==> config.mk <==
export PLATFORM = sky130hd
export DESIGN_NAME = csp_core_regs
export DESIGN_NICKNAME = d
export VERILOG_FILES = /design/src/logic/csp_pkg.sv /design/src/logic/csp_pc_stack.sv /design/src/logic/csp_core_regs.sv
export SDC_FILE = /design/constraint.sdc
export NUM_CORES = 1
export LEC_CHECK = 0
export ABC_CLOCK_PERIOD_IN_PS = 1800
export BUFFER_PORTS_ARGS = -buffer_cell sky130_fd_sc_hd__buf_2
export CORE_ASPECT_RATIO = 1.2
export CORE_MARGIN = 1.5
export CORE_UTILIZATION = 41
export DETAILED_ROUTE_END_ITERATION = 7
export GPL_TIMING_DRIVEN = 0
export PLACE_DENSITY = 0.73
export SYNTH_ARGS = -nofsm -noshare
export SYNTH_HDL_FRONTEND = slang
export SYNTH_SLANG_ARGS = --single-unit
==> constraint.sdc <==
create_clock -name mclk -period 1.8 [get_ports mclk]
set_input_delay 0.36 -clock mclk [delete_from_list [all_inputs] [get_ports mclk]]
set_output_delay 0.36 -clock mclk [all_outputs]
set_load 0.02 [all_outputs]
==> src/logic/csp_pkg.sv <==
package csp_pkg;
   // Status bit positions
   localparam int ST_CARRY     = 0;
   localparam int ST_HALF      = 1;
   localparam int ST_ZERO      = 2;
   localparam int ST_SLEEP_N   = 3;
   localparam int ST_WDT_N     = 4;
   localparam int ST_RSVD      = 5;
   localparam int ST_CMP_WAKE  = 6;
   localparam int ST_PIN_WAKE  = 7;
   // Option bit positions, plus the trim bit for the quarter-clock output
   localparam int OPT_WAKE_N   = 7;
   localparam int OPT_PULL_N   = 6;
   localparam int OPT_CLKSEL   = 5;
   localparam int OPT_EDGE     = 4;
   localparam int OPT_PSA      = 3;
   localparam int OPT_RATE_HI  = 2;
   localparam int TRIM_QOUT    = 0;
   // Reset values
   localparam logic [7:0] OPTION_RST  = 8'hFF;
   localparam logic [7:0] TRIM_RST    = 8'hFE;
   localparam logic       RSVD_VALUE  = 1'b0;
   localparam logic [7:0] ZERO_BYTE   = 8'h00;
   // Time-out and power-down flags up, everything else low
   localparam logic [7:0] STATUS_RST  = 8'h18;
   // Port pins carrying wake and pull-up: 0, 1 and 3
   localparam logic [3:0] WAKE_PINS   = 4'hB;
   localparam int         QOUT_PIN    = 2;

   typedef enum logic [2:0] {
      CSP_OP_NONE = 3'b000,
      CSP_OP_ADD  = 3'b001,
      CSP_OP_SUB  = 3'b010,
      CSP_OP_RRF  = 3'b011,
      CSP_OP_RLF  = 3'b100,
      CSP_OP_LOGIC = 3'b101
   } csp_alu_op_t;

   typedef enum logic [2:0] {
      CSP_PC_STEP = 3'b000,
      CSP_PC_JUMP = 3'b001,
      CSP_PC_CALL = 3'b010,
      CSP_PC_LOW  = 3'b011,
      CSP_PC_RET  = 3'b100
   } csp_pc_op_t;

   // ALU result and operands from the execute stage
   typedef struct packed {
      csp_alu_op_t op;
      logic [7:0]  a;
      logic [7:0]  b;
      logic [7:0]  res;
      logic        shift_out;
   } csp_alu_t;

   // Hardware events to the status register
   typedef struct packed {
      logic por;
      logic other_reset;
      logic pin_wake_reset;
      logic cmp_wake_reset;
      logic kick_dog;
      logic sleep;
      logic wdt_timeout;
   } csp_evt_t;

   // Option fields seen by timer and watchdog
   typedef struct packed {
      logic       tmr_clk_select;
      logic       tmr_edge_select;
      logic       prescaler_assign;
      logic [2:0] prescale_rate;
   } csp_opt_t;
endpackage : csp_pkg

==> src/logic/csp_pc_stack.sv <==
`timescale 1ns/10ps
`default_nettype none
module csp_pc_stack #(
   parameter int PC_W = 9,
   parameter int STK_W = 8
) (
   input  wire logic               mclk,
   input  wire logic               reset,
   input  wire csp_pkg::csp_pc_op_t pc_op,
   input  wire logic [8:0]         target,
   output logic [PC_W-1:0]         pc_ff,
   output logic [STK_W-1:0]        stack1_ff,
   output logic [STK_W-1:0]        stack2_ff
);
   if (PC_W < 9 || PC_W > 10 || STK_W != PC_W - 1) begin : g_bad_width
      $error("csp_pc_stack: unsupported width");
   end

   logic [PC_W-1:0]  nxt_pc;
   logic [STK_W-1:0] nxt_stack1;
   logic [STK_W-1:0] nxt_stack2;
   logic [PC_W-1:0]  pc_inc;
   logic [PC_W-1:0]  mask;

   // Upper half of counter space aliases the implemented words
   always_comb begin
      mask       = {1'b0, {(PC_W-1){1'b1}}};
      pc_inc     = (pc_ff + 1'b1) & mask;
      nxt_pc     = pc_inc;
      nxt_stack1 = stack1_ff;
      nxt_stack2 = stack2_ff;
      unique case (pc_op)
         csp_pkg::CSP_PC_STEP: nxt_pc = pc_inc;
         csp_pkg::CSP_PC_JUMP: nxt_pc = PC_W'(target) & mask;
         csp_pkg::CSP_PC_CALL: begin
            nxt_pc     = PC_W'({1'b0, target[7:0]}) & mask;
            nxt_stack2 = stack1_ff;
            nxt_stack1 = pc_inc[STK_W-1:0];
         end
         csp_pkg::CSP_PC_LOW:  nxt_pc = PC_W'({1'b0, target[7:0]}) & mask;
         csp_pkg::CSP_PC_RET:  begin
            nxt_pc     = PC_W'(stack1_ff);
            nxt_stack1 = stack2_ff;
         end
         default: nxt_pc = pc_inc;
      endcase
   end

   always_ff @(posedge mclk or posedge reset) begin
      if (reset) begin
         pc_ff     <= '1;
         stack1_ff <= '0;
         stack2_ff <= '0;
      end else begin
         pc_ff     <= nxt_pc;
         stack1_ff <= nxt_stack1;
         stack2_ff <= nxt_stack2;
      end
   end

   a_call_push: assert property (@(posedge mclk) disable iff (reset)
      pc_op == csp_pkg::CSP_PC_CALL |=> stack2_ff == $past(stack1_ff)
         && pc_ff[8] == 1'b0)
      else $error("call did not push");
   a_ret_pop: assert property (@(posedge mclk) disable iff (reset)
      pc_op == csp_pkg::CSP_PC_RET |=> pc_ff == PC_W'($past(stack1_ff))
         && stack1_ff == $past(stack2_ff))
      else $error("return did not pop");
   a_pc_step: assert property (@(posedge mclk) disable iff (reset)
      pc_op == csp_pkg::CSP_PC_STEP && pc_ff != mask |=> pc_ff == $past(pc_ff) + 1'b1)
      else $error("counter did not step");
endmodule : csp_pc_stack
`default_nettype wire

==> src/logic/csp_core_regs.sv <==
`timescale 1ns/10ps
`default_nettype none
module csp_core_regs #(
   parameter int PC_W = 9,
   parameter int STK_W = 8
) (
   input  wire logic                 mclk,
   input  wire logic                 reset,
   input  wire csp_pkg::csp_evt_t    evt,
   input  wire csp_pkg::csp_alu_t    alu,
   input  wire logic                 status_wr,
   input  wire logic [7:0]           status_wdata,
   input  wire logic                 option_wr,
   input  wire logic                 trim_wr,
   input  wire logic [7:0]           acc,
   input  wire logic [7:0]           literal,
   input  wire logic                 ret_instr,
   input  wire csp_pkg::csp_pc_op_t  pc_op,
   input  wire logic [8:0]           target,
   input  wire logic [3:0]           direction_ctl,
   input  wire logic                 internal_osc_q,
   output logic [7:0]                status_ff,
   output logic [7:0]                trim_ff,
   output logic [7:0]                acc_load_ff,
   output logic                      acc_load_vld_ff,
   output csp_pkg::csp_opt_t         opt,
   output logic                      tmr_ext_override,
   output logic [3:0]                pin_wake_en,
   output logic [3:0]                pin_pullup_en,
   output logic                      port_pin2_quarter_en,
   output logic                      port_pin2_quarter_out,
   output logic signed [6:0]         trim_adjust,
   output logic [7:0]                tmr_div_log2,
   output logic [7:0]                wdt_div_log2,
   output logic [PC_W-1:0]           pc,
   output logic [STK_W-1:0]          stack1,
   output logic [STK_W-1:0]          stack2
);
   logic [7:0] option_ff;
   logic [7:0] nxt_status;
   logic [7:0] nxt_option;
   logic [7:0] nxt_trim;
   logic [7:0] nxt_acc_load;
   logic       nxt_acc_load_vld;
   logic       flag_op;
   logic [4:0] low_sum;
   logic [8:0] full_sum;

   // Status: arithmetic flags, wake cause and watchdog/sleep flags
   always_comb begin
      nxt_status = status_ff;
      low_sum    = 5'h00;
      full_sum   = 9'h000;
      flag_op    = (alu.op != csp_pkg::CSP_OP_NONE);
      // Plain writes touch only writable bits
      if (status_wr) begin
         nxt_status[csp_pkg::ST_PIN_WAKE] = status_wdata[csp_pkg::ST_PIN_WAKE];
         nxt_status[csp_pkg::ST_CMP_WAKE] = status_wdata[csp_pkg::ST_CMP_WAKE];
         if (!flag_op) begin
            nxt_status[csp_pkg::ST_ZERO:csp_pkg::ST_CARRY] = status_wdata[2:0];
         end
      end
      // Flag results win over the written value
      unique case (alu.op)
         csp_pkg::CSP_OP_ADD: begin
            low_sum  = {1'b0, alu.a[3:0]} + {1'b0, alu.b[3:0]};
            full_sum = {1'b0, alu.a} + {1'b0, alu.b};
            nxt_status[csp_pkg::ST_HALF]  = low_sum[4];
            nxt_status[csp_pkg::ST_CARRY] = full_sum[8];
            nxt_status[csp_pkg::ST_ZERO]  = (alu.res == csp_pkg::ZERO_BYTE);
         end
         csp_pkg::CSP_OP_SUB: begin
            // Two's complement add: carry out equals no borrow
            low_sum  = {1'b0, alu.a[3:0]} + {1'b0, ~alu.b[3:0]} + 5'h01;
            full_sum = {1'b0, alu.a} + {1'b0, ~alu.b} + 9'h001;
            nxt_status[csp_pkg::ST_HALF]  = low_sum[4];
            nxt_status[csp_pkg::ST_CARRY] = full_sum[8];
            nxt_status[csp_pkg::ST_ZERO]  = (alu.res == csp_pkg::ZERO_BYTE);
         end
         csp_pkg::CSP_OP_RRF,
         csp_pkg::CSP_OP_RLF: nxt_status[csp_pkg::ST_CARRY] = alu.shift_out;
         csp_pkg::CSP_OP_LOGIC: nxt_status[csp_pkg::ST_ZERO] = (alu.res == csp_pkg::ZERO_BYTE);
         csp_pkg::CSP_OP_NONE: ;
         default: ;
      endcase
      // Hardware events last so they beat any write
      if (evt.sleep) begin
         nxt_status[csp_pkg::ST_WDT_N]   = 1'b1;
         nxt_status[csp_pkg::ST_SLEEP_N] = 1'b0;
      end
      if (evt.kick_dog) begin
         nxt_status[csp_pkg::ST_WDT_N]   = 1'b1;
         nxt_status[csp_pkg::ST_SLEEP_N] = 1'b1;
      end
      if (evt.wdt_timeout) begin
         nxt_status[csp_pkg::ST_WDT_N] = 1'b0;
      end
      if (evt.por || evt.other_reset || evt.pin_wake_reset || evt.cmp_wake_reset) begin
         nxt_status[csp_pkg::ST_PIN_WAKE] = evt.pin_wake_reset;
         nxt_status[csp_pkg::ST_CMP_WAKE] = evt.cmp_wake_reset;
      end
      if (evt.por) begin
         nxt_status[csp_pkg::ST_WDT_N]   = 1'b1;
         nxt_status[csp_pkg::ST_SLEEP_N] = 1'b1;
      end
      nxt_status[csp_pkg::ST_RSVD] = csp_pkg::RSVD_VALUE;
   end

   // Option, trim and the literal handed back on return
   always_comb begin
      nxt_option       = option_ff;
      nxt_trim         = trim_ff;
      nxt_acc_load     = acc_load_ff;
      nxt_acc_load_vld = 1'b0;
      if (option_wr) begin
         nxt_option = acc;
      end
      if (trim_wr) begin
         nxt_trim = acc;
      end
      if (ret_instr) begin
         nxt_acc_load     = literal;
         nxt_acc_load_vld = 1'b1;
      end
      // Other resets restore option even without the async line
      if (evt.por || evt.other_reset || evt.pin_wake_reset || evt.cmp_wake_reset) begin
         nxt_option = csp_pkg::OPTION_RST;
      end
   end

   always_ff @(posedge mclk or posedge reset) begin
      if (reset) begin
         // Arithmetic flags undefined by spec; zero chosen
         status_ff       <= csp_pkg::STATUS_RST;
         option_ff       <= csp_pkg::OPTION_RST;
         trim_ff         <= csp_pkg::TRIM_RST;
         acc_load_ff     <= 8'h00;
         acc_load_vld_ff <= 1'b0;
      end else begin
         status_ff       <= nxt_status;
         option_ff       <= nxt_option;
         trim_ff         <= nxt_trim;
         acc_load_ff     <= nxt_acc_load;
         acc_load_vld_ff <= nxt_acc_load_vld;
      end
   end

   // Decoded option fields
   always_comb begin
      opt.tmr_clk_select   = option_ff[csp_pkg::OPT_CLKSEL];
      opt.tmr_edge_select  = option_ff[csp_pkg::OPT_EDGE];
      opt.prescaler_assign = option_ff[csp_pkg::OPT_PSA];
      opt.prescale_rate    = option_ff[csp_pkg::OPT_RATE_HI:0];
      tmr_ext_override     = option_ff[csp_pkg::OPT_CLKSEL];
      // Unassigned side sees no division
      tmr_div_log2 = option_ff[csp_pkg::OPT_PSA] ? 8'h00
                   : {5'h00, option_ff[2:0]} + 8'h01;
      wdt_div_log2 = option_ff[csp_pkg::OPT_PSA] ? {5'h00, option_ff[2:0]}
                   : 8'h00;
      trim_adjust  = signed'(trim_ff[7:1]);
      port_pin2_quarter_en  = trim_ff[csp_pkg::TRIM_QOUT];
      port_pin2_quarter_out = trim_ff[csp_pkg::TRIM_QOUT] & internal_osc_q;
   end

   // Per-pin wake and pull-up gating by direction
   genvar gi;
   generate
      for (gi = 0; gi < 4; gi++) begin : g_pin
         assign pin_wake_en[gi] = csp_pkg::WAKE_PINS[gi] & direction_ctl[gi]
                                & ~option_ff[csp_pkg::OPT_WAKE_N];
         assign pin_pullup_en[gi] = csp_pkg::WAKE_PINS[gi] & direction_ctl[gi]
                                  & ~option_ff[csp_pkg::OPT_PULL_N];
      end
   endgenerate

   // Stack sized per variant
   csp_pc_stack #(.PC_W(PC_W), .STK_W(STK_W)) u_pc (
      .mclk      (mclk),
      .reset     (reset),
      .pc_op     (pc_op),
      .target    (target),
      .pc_ff     (pc),
      .stack1_ff (stack1),
      .stack2_ff (stack2)
   );

   a_flag_override: assert property (@(posedge mclk) disable iff (reset)
      status_wr && alu.op == csp_pkg::CSP_OP_LOGIC && alu.res == csp_pkg::ZERO_BYTE
      && !evt.por && !evt.other_reset |=> status_ff[csp_pkg::ST_ZERO])
      else $error("zero flag took written value");
   a_guard_bits: assert property (@(posedge mclk) disable iff (reset)
      status_wr && !evt.sleep && !evt.kick_dog && !evt.wdt_timeout && !evt.por
      |=> status_ff[4:3] == $past(status_ff[4:3]))
      else $error("guarded flags changed by write");
   a_wake_cause: assert property (@(posedge mclk) disable iff (reset)
      evt.pin_wake_reset |=> status_ff[csp_pkg::ST_PIN_WAKE])
      else $error("pin wake cause lost");
   a_timeout_clr: assert property (@(posedge mclk) disable iff (reset)
      evt.wdt_timeout && !evt.por |=> !status_ff[csp_pkg::ST_WDT_N])
      else $error("timeout not recorded");
   a_sleep_clr: assert property (@(posedge mclk) disable iff (reset)
      evt.sleep && !evt.kick_dog && !evt.por |=> !status_ff[csp_pkg::ST_SLEEP_N])
      else $error("sleep not recorded");
   a_option_load: assert property (@(posedge mclk) disable iff (reset)
      option_wr && !evt.por && !evt.other_reset && !evt.pin_wake_reset
      && !evt.cmp_wake_reset |=> opt.prescale_rate == $past(acc[2:0]))
      else $error("option not loaded");
   a_rsvd_const: assert property (@(posedge mclk) disable iff (reset)
      status_wr ##1 1'b1 |-> status_ff[csp_pkg::ST_RSVD] == csp_pkg::RSVD_VALUE)
      else $error("reserved bit changed");
   a_out_pin_gate: assert property (@(posedge mclk) disable iff (reset)
      !direction_ctl[0] |-> !pin_wake_en[0] && !pin_pullup_en[0])
      else $error("output pin kept wake or pull-up");
   a_ret_literal: assert property (@(posedge mclk) disable iff (reset)
      ret_instr |=> acc_load_vld_ff && acc_load_ff == $past(literal))
      else $error("literal not returned");

   // Watchdog, power-down and wake flags are tied to their events, zero to ADD and carry to rotates; option to the resets
   a_kick_flags: assert property (@(posedge mclk) disable iff (reset)
      evt.kick_dog && !evt.wdt_timeout
      |=> status_ff[csp_pkg::ST_WDT_N] && status_ff[csp_pkg::ST_SLEEP_N])
      else $error("kick did not raise flags");
   a_por_flags: assert property (@(posedge mclk) disable iff (reset)
      evt.por && !evt.pin_wake_reset && !evt.cmp_wake_reset
      |=> status_ff[csp_pkg::ST_WDT_N] && status_ff[csp_pkg::ST_SLEEP_N]
      && !status_ff[csp_pkg::ST_PIN_WAKE] && !status_ff[csp_pkg::ST_CMP_WAKE])
      else $error("power-up flags wrong");
   a_cmp_cause: assert property (@(posedge mclk) disable iff (reset)
      evt.cmp_wake_reset |=> status_ff[csp_pkg::ST_CMP_WAKE])
      else $error("comparator wake cause lost");
   a_other_clear: assert property (@(posedge mclk) disable iff (reset)
      evt.other_reset && !evt.pin_wake_reset && !evt.cmp_wake_reset
      |=> !status_ff[csp_pkg::ST_PIN_WAKE] && !status_ff[csp_pkg::ST_CMP_WAKE])
      else $error("wake cause kept after other reset");
   a_option_reset: assert property (@(posedge mclk) disable iff (reset)
      evt.por || evt.other_reset || evt.pin_wake_reset || evt.cmp_wake_reset
      |=> option_ff == csp_pkg::OPTION_RST)
      else $error("option not restored by reset");
   a_zero_add: assert property (@(posedge mclk) disable iff (reset)
      alu.op == csp_pkg::CSP_OP_ADD && alu.res == csp_pkg::ZERO_BYTE
      |=> status_ff[csp_pkg::ST_ZERO])
      else $error("zero result not flagged");
   a_rot_carry: assert property (@(posedge mclk) disable iff (reset)
      alu.op == csp_pkg::CSP_OP_RRF || alu.op == csp_pkg::CSP_OP_RLF
      |=> status_ff[csp_pkg::ST_CARRY] == $past(alu.shift_out))
      else $error("rotate carry wrong");
   // One prescaler only, so at most one side may divide
   a_prescale_one: assert property (@(posedge mclk) disable iff (reset)
      tmr_div_log2 == csp_pkg::ZERO_BYTE || wdt_div_log2 == csp_pkg::ZERO_BYTE)
      else $error("prescaler on both sides");
   a_wake_off: assert property (@(posedge mclk) disable iff (reset)
      option_ff[csp_pkg::OPT_WAKE_N] |-> pin_wake_en == 4'h0)
      else $error("wake enabled while disabled");
   a_pin2_never: assert property (@(posedge mclk) disable iff (reset)
      ((pin_wake_en | pin_pullup_en) & ~csp_pkg::WAKE_PINS) == 4'h0)
      else $error("wake or pull-up on unsupported pin");
   a_quarter_off: assert property (@(posedge mclk) disable iff (reset)
      !trim_ff[csp_pkg::TRIM_QOUT] |-> !port_pin2_quarter_out)
      else $error("quarter clock leaked onto pin");
   a_trim_load: assert property (@(posedge mclk) disable iff (reset)
      trim_wr |=> trim_ff == $past(acc))
      else $error("trim not loaded");
endmodule : csp_core_regs
`default_nettype wire

# [Word-level counts from Yosys, hierarchy flattened]
# Cells that the tools add are included.
[word_totals] ff_bits=57 latch_bits=0 ramBits=0 mem_bits_ro=0 in_bits=82 output_inout_bits=90 mem_count=0
[op_classes] n_addsub=8 n_mul=0 div=0 n_lt_le_gt_ge=0 n_eq_ne=12 shift=0 mux=18 bitwise_logic=11 reduce_logical=19
[ops] operator="$pmux 8 s2" count=2
[ops] operator="$add 8x8->9" count=2
[ops] operator="$mux 8" count=2
[ops] operator="$eq 3x2->1 const B" count=4
[ops] operator="$add 4x4->5" count=2
[ops] operator="$mux 2" count=5
[ops] operator="$add 9x1->9 const B" count=1
[ops] operator="$eq 3x3->1 const B" count=3
[ops] operator="$mux 3" count=3
[ops] operator="$reduce_bool 3->1" count=3
[ops] operator="$add 8x1->8 const B" count=1
[ops] operator="$logic_not 8->1" count=1
[ops] operator="$not 8->8" count=1
[ops] operator="$reduce_bool 2->1" count=4
[ops] operator="$reduce_bool 4->1" count=2
[ops] operator="$and 1x1->1" count=7
[ops] operator="$eq 3x1->1 const B" count=2
[ops] operator="$reduce_and 2->1" count=3
[ops] operator="$reduce_or 3->1" count=2
[ops] operator="$add 5x1->5 const B" count=1
[ops] operator="$add 3x1->4 const B" count=1
[ops] operator="$mux 4" count=1
[ops] operator="$ne 4x1->1 const B" count=1
[ops] operator="$not 4->4" count=1
[ops] operator="8 further kinds" count=13

# [Longest topological paths before layout]
[logic_depth] word_depth=4 depth_mapped=7

# [Modules after synthesis]
# A second synthesis with hierarchy kept.
[unflattened] hier_cells=329 hier_area_um2=3382.0
[modules_own_cells] mod="csp_core_regs" n_inst=1 cells_per_inst=203 area_per_inst_um2=2084.5
[modules_own_cells] mod="csp_pc_stack" n_inst=1 cells_per_inst=126 area_per_inst_um2=1297.5

# [Least setup slack after synthesis]
# No wires, ideal clock.
[synth_path] path_type="register to register" startpoint="register u_pc.pc_ff[0]" endpoint="register u_pc.pc_ff[4]" t_arrival_ns=1.353 t_required_ns=1.711 path_slack_ns=0.357 path_stages_with_launch=7 n_path_buf=0 synth_period_minus_slack_ns=1.443 path_cell_list="dfstp_2 -> ha_1 -> nand3_1 -> xor2_1 -> nand2_1 -> o211ai_1 -> o21ai_1"
[synth_via] elab_chain_len=2
[synth_lines] item="start: declaration" line_no="csp_pc_stack.sv:11" rtl="output logic [PC_W-1:0] pc_ff,"
[synth_lines] item="start signal: assignment" line_no="csp_pc_stack.sv:55" rtl="pc_ff <= nxt_pc;"
[synth_lines] item="$add 8x1->8" line_no="csp_pc_stack.sv:28" rtl="pc_inc = (pc_ff + 1'b1) & mask;"
[synth_lines] item="$pmux 8 s2" line_no="csp_pc_stack.sv:32" rtl="unique case (pc_op)"
[synth_lines] item="net u_pc.nxt_pc[4]" line_no="csp_pc_stack.sv:19" rtl="logic [PC_W-1:0] nxt_pc;"
# The timed path passes the listed nets, and every way through them passes these cells.
# A chain may end at the register's enable or synchronous reset.

# [Worst setup path after layout]
[layout_path] startpoint="register option_ff[1]" endpoint="output port tmr_div_log2[1]"
[layout_via] elab_chain_len=2
[layout_lines] item="start: declaration" line_no="csp_core_regs.sv:39" rtl="logic [7:0] option_ff;"
[layout_lines] item="start signal: assignment" line_no="csp_core_regs.sv:135" rtl="option_ff <= csp_pkg::OPTION_RST;"
[layout_lines] item="start signal: assignment" line_no="csp_core_regs.sv:141" rtl="option_ff <= nxt_option;"
[layout_lines] item="$add 3x1->4" line_no="csp_core_regs.sv:157" rtl=": {5'h00, option_ff[2:0]} + 8'h01;"
[layout_lines] item="$mux 4" line_no="csp_core_regs.sv:156" rtl="tmr_div_log2 = option_ff[csp_pkg::OPT_PSA] ? 8'h00"
[layout_lines] item="end: declaration" line_no="csp_core_regs.sv:33" rtl="output logic [7:0] tmr_div_log2,"
# No other way between the ends.

==> reports/qor.log <==
qor: status.outcome complete, but fails checks
qor: status.failed_checks design-rule violations
qor: timing.final_critical_delay_including_setup_and_external_delays 1740 ps
qor: synth.ys_ff_latch 57
qor: setup_path.reg2reg_setup_slack 230 ps
qor: grt.grt_pass1_wl 12700 µm
qor: grt.grt_usage 18.6%
qor: routing.totalWireLength 7900 µm
qor: timing.hold_viol 0
qor: layout.antenna_cells_inserted 0
qor: die.area_inside_the_core_boundary 7750 µm²
qor: power_and_ir_drop.leakage_power 2.25 nW
qor: setup_path.critical_path.startpoint_type register
qor: setup_path.timing.setup.critical_path_class reg -> out
qor: setup_path.timing.critical_path.to_type output port
qor: flow_run.cap_violations 0
qor: die.placement_rows 35
qor: layout.flow.area_growth_from_synthesis 33.8%
qor: setup_path.critPathRequiredTime 1440 ps
qor: die.floorplan.die.width 85.0 µm
qor: clock_network.number_of_buffers_created_by_cts 9
qor: routing.routed-via-count 2966
qor: layout.finish.utilization 57.1%
qor: timing.share_of_the_clock_period_used_by_the_worst_path 96.8%
qor: synth.synth_edf_count 0
qor: timing.final_max_slew_viol_count 0
qor: setup_path.r2r_start u_pc.pc_ff[0]$_DFF_PP1_
qor: synth.ys.flop_type dfrtp_1
qor: clock_network.worst_skew_pair.late_latency 330 ps
qor: clock_network.cts.reportedPaths.clkPinSlew 60 ps
qor: clock_network.cts_tree done
qor: layout.final_net_count 610
qor: grt.grt_max_degree 35
qor: power_and_ir_drop.cellPowerDensity 901 nW/µm²
qor: grt.vias_in_the_first_global_route 2808
qor: synth.synth.lib_cells_used.distinct 54
qor: synth.total_of_warnings_raised_by_yosys 0
qor: clock_network.numClockSinks 57
qor: routing.vias_per_cell 4.87
qor: synth.syn-cell-area 3310 µm²
qor: clock_network.cts.repair.resized 0
qor: die.initial_utilization 42.7%
qor: die.dieHeight 101 µm
qor: clock_network.max-clock-path-buffers 2
qor: placement.dp.final_hpwl 6230 µm
qor: setup_path.timing.critical_path.fanout_max 5
qor: grt.grt_overflow 0
qor: setup_path.slowest_stage dfstp_2
qor: layout.final.fill_count 686
qor: routing.post-route-drc-count 8
qor: synth.synth_area_per_cell 9.78 µm²
qor: routing.detail-route-antenna-nets 0
qor: timing.tightest_slew 773 ps
qor: clock_network.cts-hold-fix-buffers 0
qor: layout.finish.instance_area 4420 µm²
qor: synth.yosysSeqAreaShare 44.1%
qor: synth.post_synth_inst_count 338
qor: layout.final_layout_size_suffix_gt1_share 50.1%
qor: timing.finalSetupViolCount 0
qor: setup_path.worstPathArrival 1380 ps
qor: placement.placement.io_buffers 148
qor: layout.post_layout_nonfiller_instances 609
qor: timing.setup_skew 10.0 ps
qor: layout.most_frequent_standard_cell_in_the_layout_excluding_fill_and_tap_cells buf_2
qor: synth.synth-async-reset-ratio 100%
qor: layout.top_library_cells_by_usage_in_the_layout_fill_and_taps_aside buf_2, nand2_1, dfrtp_1
qor: routing.drt_iter0_markers 149
qor: setup_path.crit_path_max_incr_delay 560 ps
qor: clock_network.cts_htree_levels 3
qor: timing.worst_slew_slack_as_a_fraction_of_its_limit 48.0%
qor: placement.post-place-cells 591
qor: power_and_ir_drop.vdd.ir_drop.worst 479 µV
qor: routing.detail_route.first_pass.iterations 6
qor: die.floorplan.io_pins 172
qor: timing.rsz_0062_raised_after_global_routing true
qor: placement.detailed_place.area 4230 µm²
qor: clock_network.clock-root-buffer clkbuf_8
qor: die.design.die.area 8620 µm²
qor: hold_path.min-delay-path-class in -> async
qor: placement.gp_routability_congestion 0.825
qor: setup_path.timing.critical_path.cells ha_1, nor2b_1, buf_2
qor: timing.fmax 0.574 GHz
qor: grt.antenna_found_initial 0
qor: setup_path.reg2regPathDepth 6
qor: power_and_ir_drop.p_total 3.98 mW
qor: routing.post_drt_wl_per_cell 13.0 µm
qor: setup_path.critical_path.reg2reg.endpoint u_pc.pc_ff[4]$_DFF_PP1_
## synthesized netlist by cell type, types with 7 or more instances
cell | count | area, µm²
nor2b_1 | 8 | 50.1
nand2_1 | 48 | 180
buf_4 | 27 | 203
ha_1 | 16 | 200
dfrtp_1 | 31 | 776
inv_1 | 16 | 60.1
o21ai_0 | 7 | 35.0
o22ai_1 | 8 | 50.1
mux2i_1 | 8 | 80.1
nor2_1 | 20 | 75.1
mux2_2 | 16 | 180
buf_2 | 8 | 40.0
a21oi_1 | 17 | 85.1
dfstp_2 | 26 | 683
## worst max path at each step
stage	start	to	depth (start not counted)	slack, ps
floorplan	reset	acc_load_ff[0]$_DFFE_PP0P_	1	80
global placement	reset	u_pc.stack1_ff[2]$_DFFE_PP0P_	2	-640
detailed placement	alu[10]	status_ff[0]$_DFFE_PP0P_	7	150
CTS	option_ff[1]$_DFFE_PP1P_	tmr_div_log2[1]	3	30
global route	option_ff[1]$_DFFE_PP1P_	tmr_div_log2[1]	3	-2
finish	option_ff[1]$_DFFE_PP1P_	tmr_div_log2[1]	3	60
## metrics by stage
step	setup slack, ps	hold WS (ps)	TNS, ps
2_1_floorplan	83.4	391	0
5_1_grt	-2.04	98.1	-2.24
6_report	57.0	66.2	0
3_3_place_gp	-642	470	-23610
3_5_place_dp	154	424	0
4_1_cts	27.1	63.1	0
## area by class of cell
cell class                 instances  area (µm²)  area share [%]
clock buffer                      11         151            3.42
tap                               92         115            2.60
clock inverter                     5        30.0           0.679
sequential                        57        1460            33.0
timing repair buffer             151         776            17.5
inverter                          17        63.8            1.44
multi-input combinational        236        1570            35.4
buffer                            40         262            5.91
## logic make-up after synthesis
group | count (synthesis) | share of synthesized area, %
other | 1 | 0.113
adders and majority gates | 16 | 6.05
DFF | 57 | 44.1
buffers and inverters | 57 | 9.84
xor gates and xnor gates | 8 | 2.57
muxes | 24 | 7.87
and+or+nand+nor | 112 | 16.8
AOI/OAI and AO/OA | 63 | 12.6
## worst max-delay path, delay by kind of cell (launching register included)
kind,cells,cell delay [ps]
flops,1,560
fa+ha+maj,1,220
buf+inv,1,160
simple gates,1,130
## power breakdown
| part | total [mW] | internal, mW | switching, mW |
|---|---|---|---|
| logic | 1.20 | 0.484 | 0.713 |
| registers | 1.72 | 1.52 | 0.199 |
| clock network | 1.07 | 0.566 | 0.504 |
## sequential cells by signal, summed over array words and instances, names as in the netlist
name             cells
trim_ff              8
u_pc.pc_ff           9
u_pc.stack1_ff       8
acc_load_ff          8
u_pc.stack2_ff       8
status_ff            7
option_ff            8
acc_load_vld_ff      1
## layer usage
layer  vias to the layer above  share of wire (%)  track usage (%)
met5                         -                  0                0
met1                      1372                 41             21.8
met2                       110                 52             32.8
li1                       1475                  -                -
met4                         0                1.3             6.31
met3                         9                6.3             5.05
## repair_timing
item	CTS	global route
endpoints found under the setup margin	1	2
endpoints found under the hold margin	0	0
buffers inserted	1	1
Note: power is estimated with default switching activity, not from simulation.
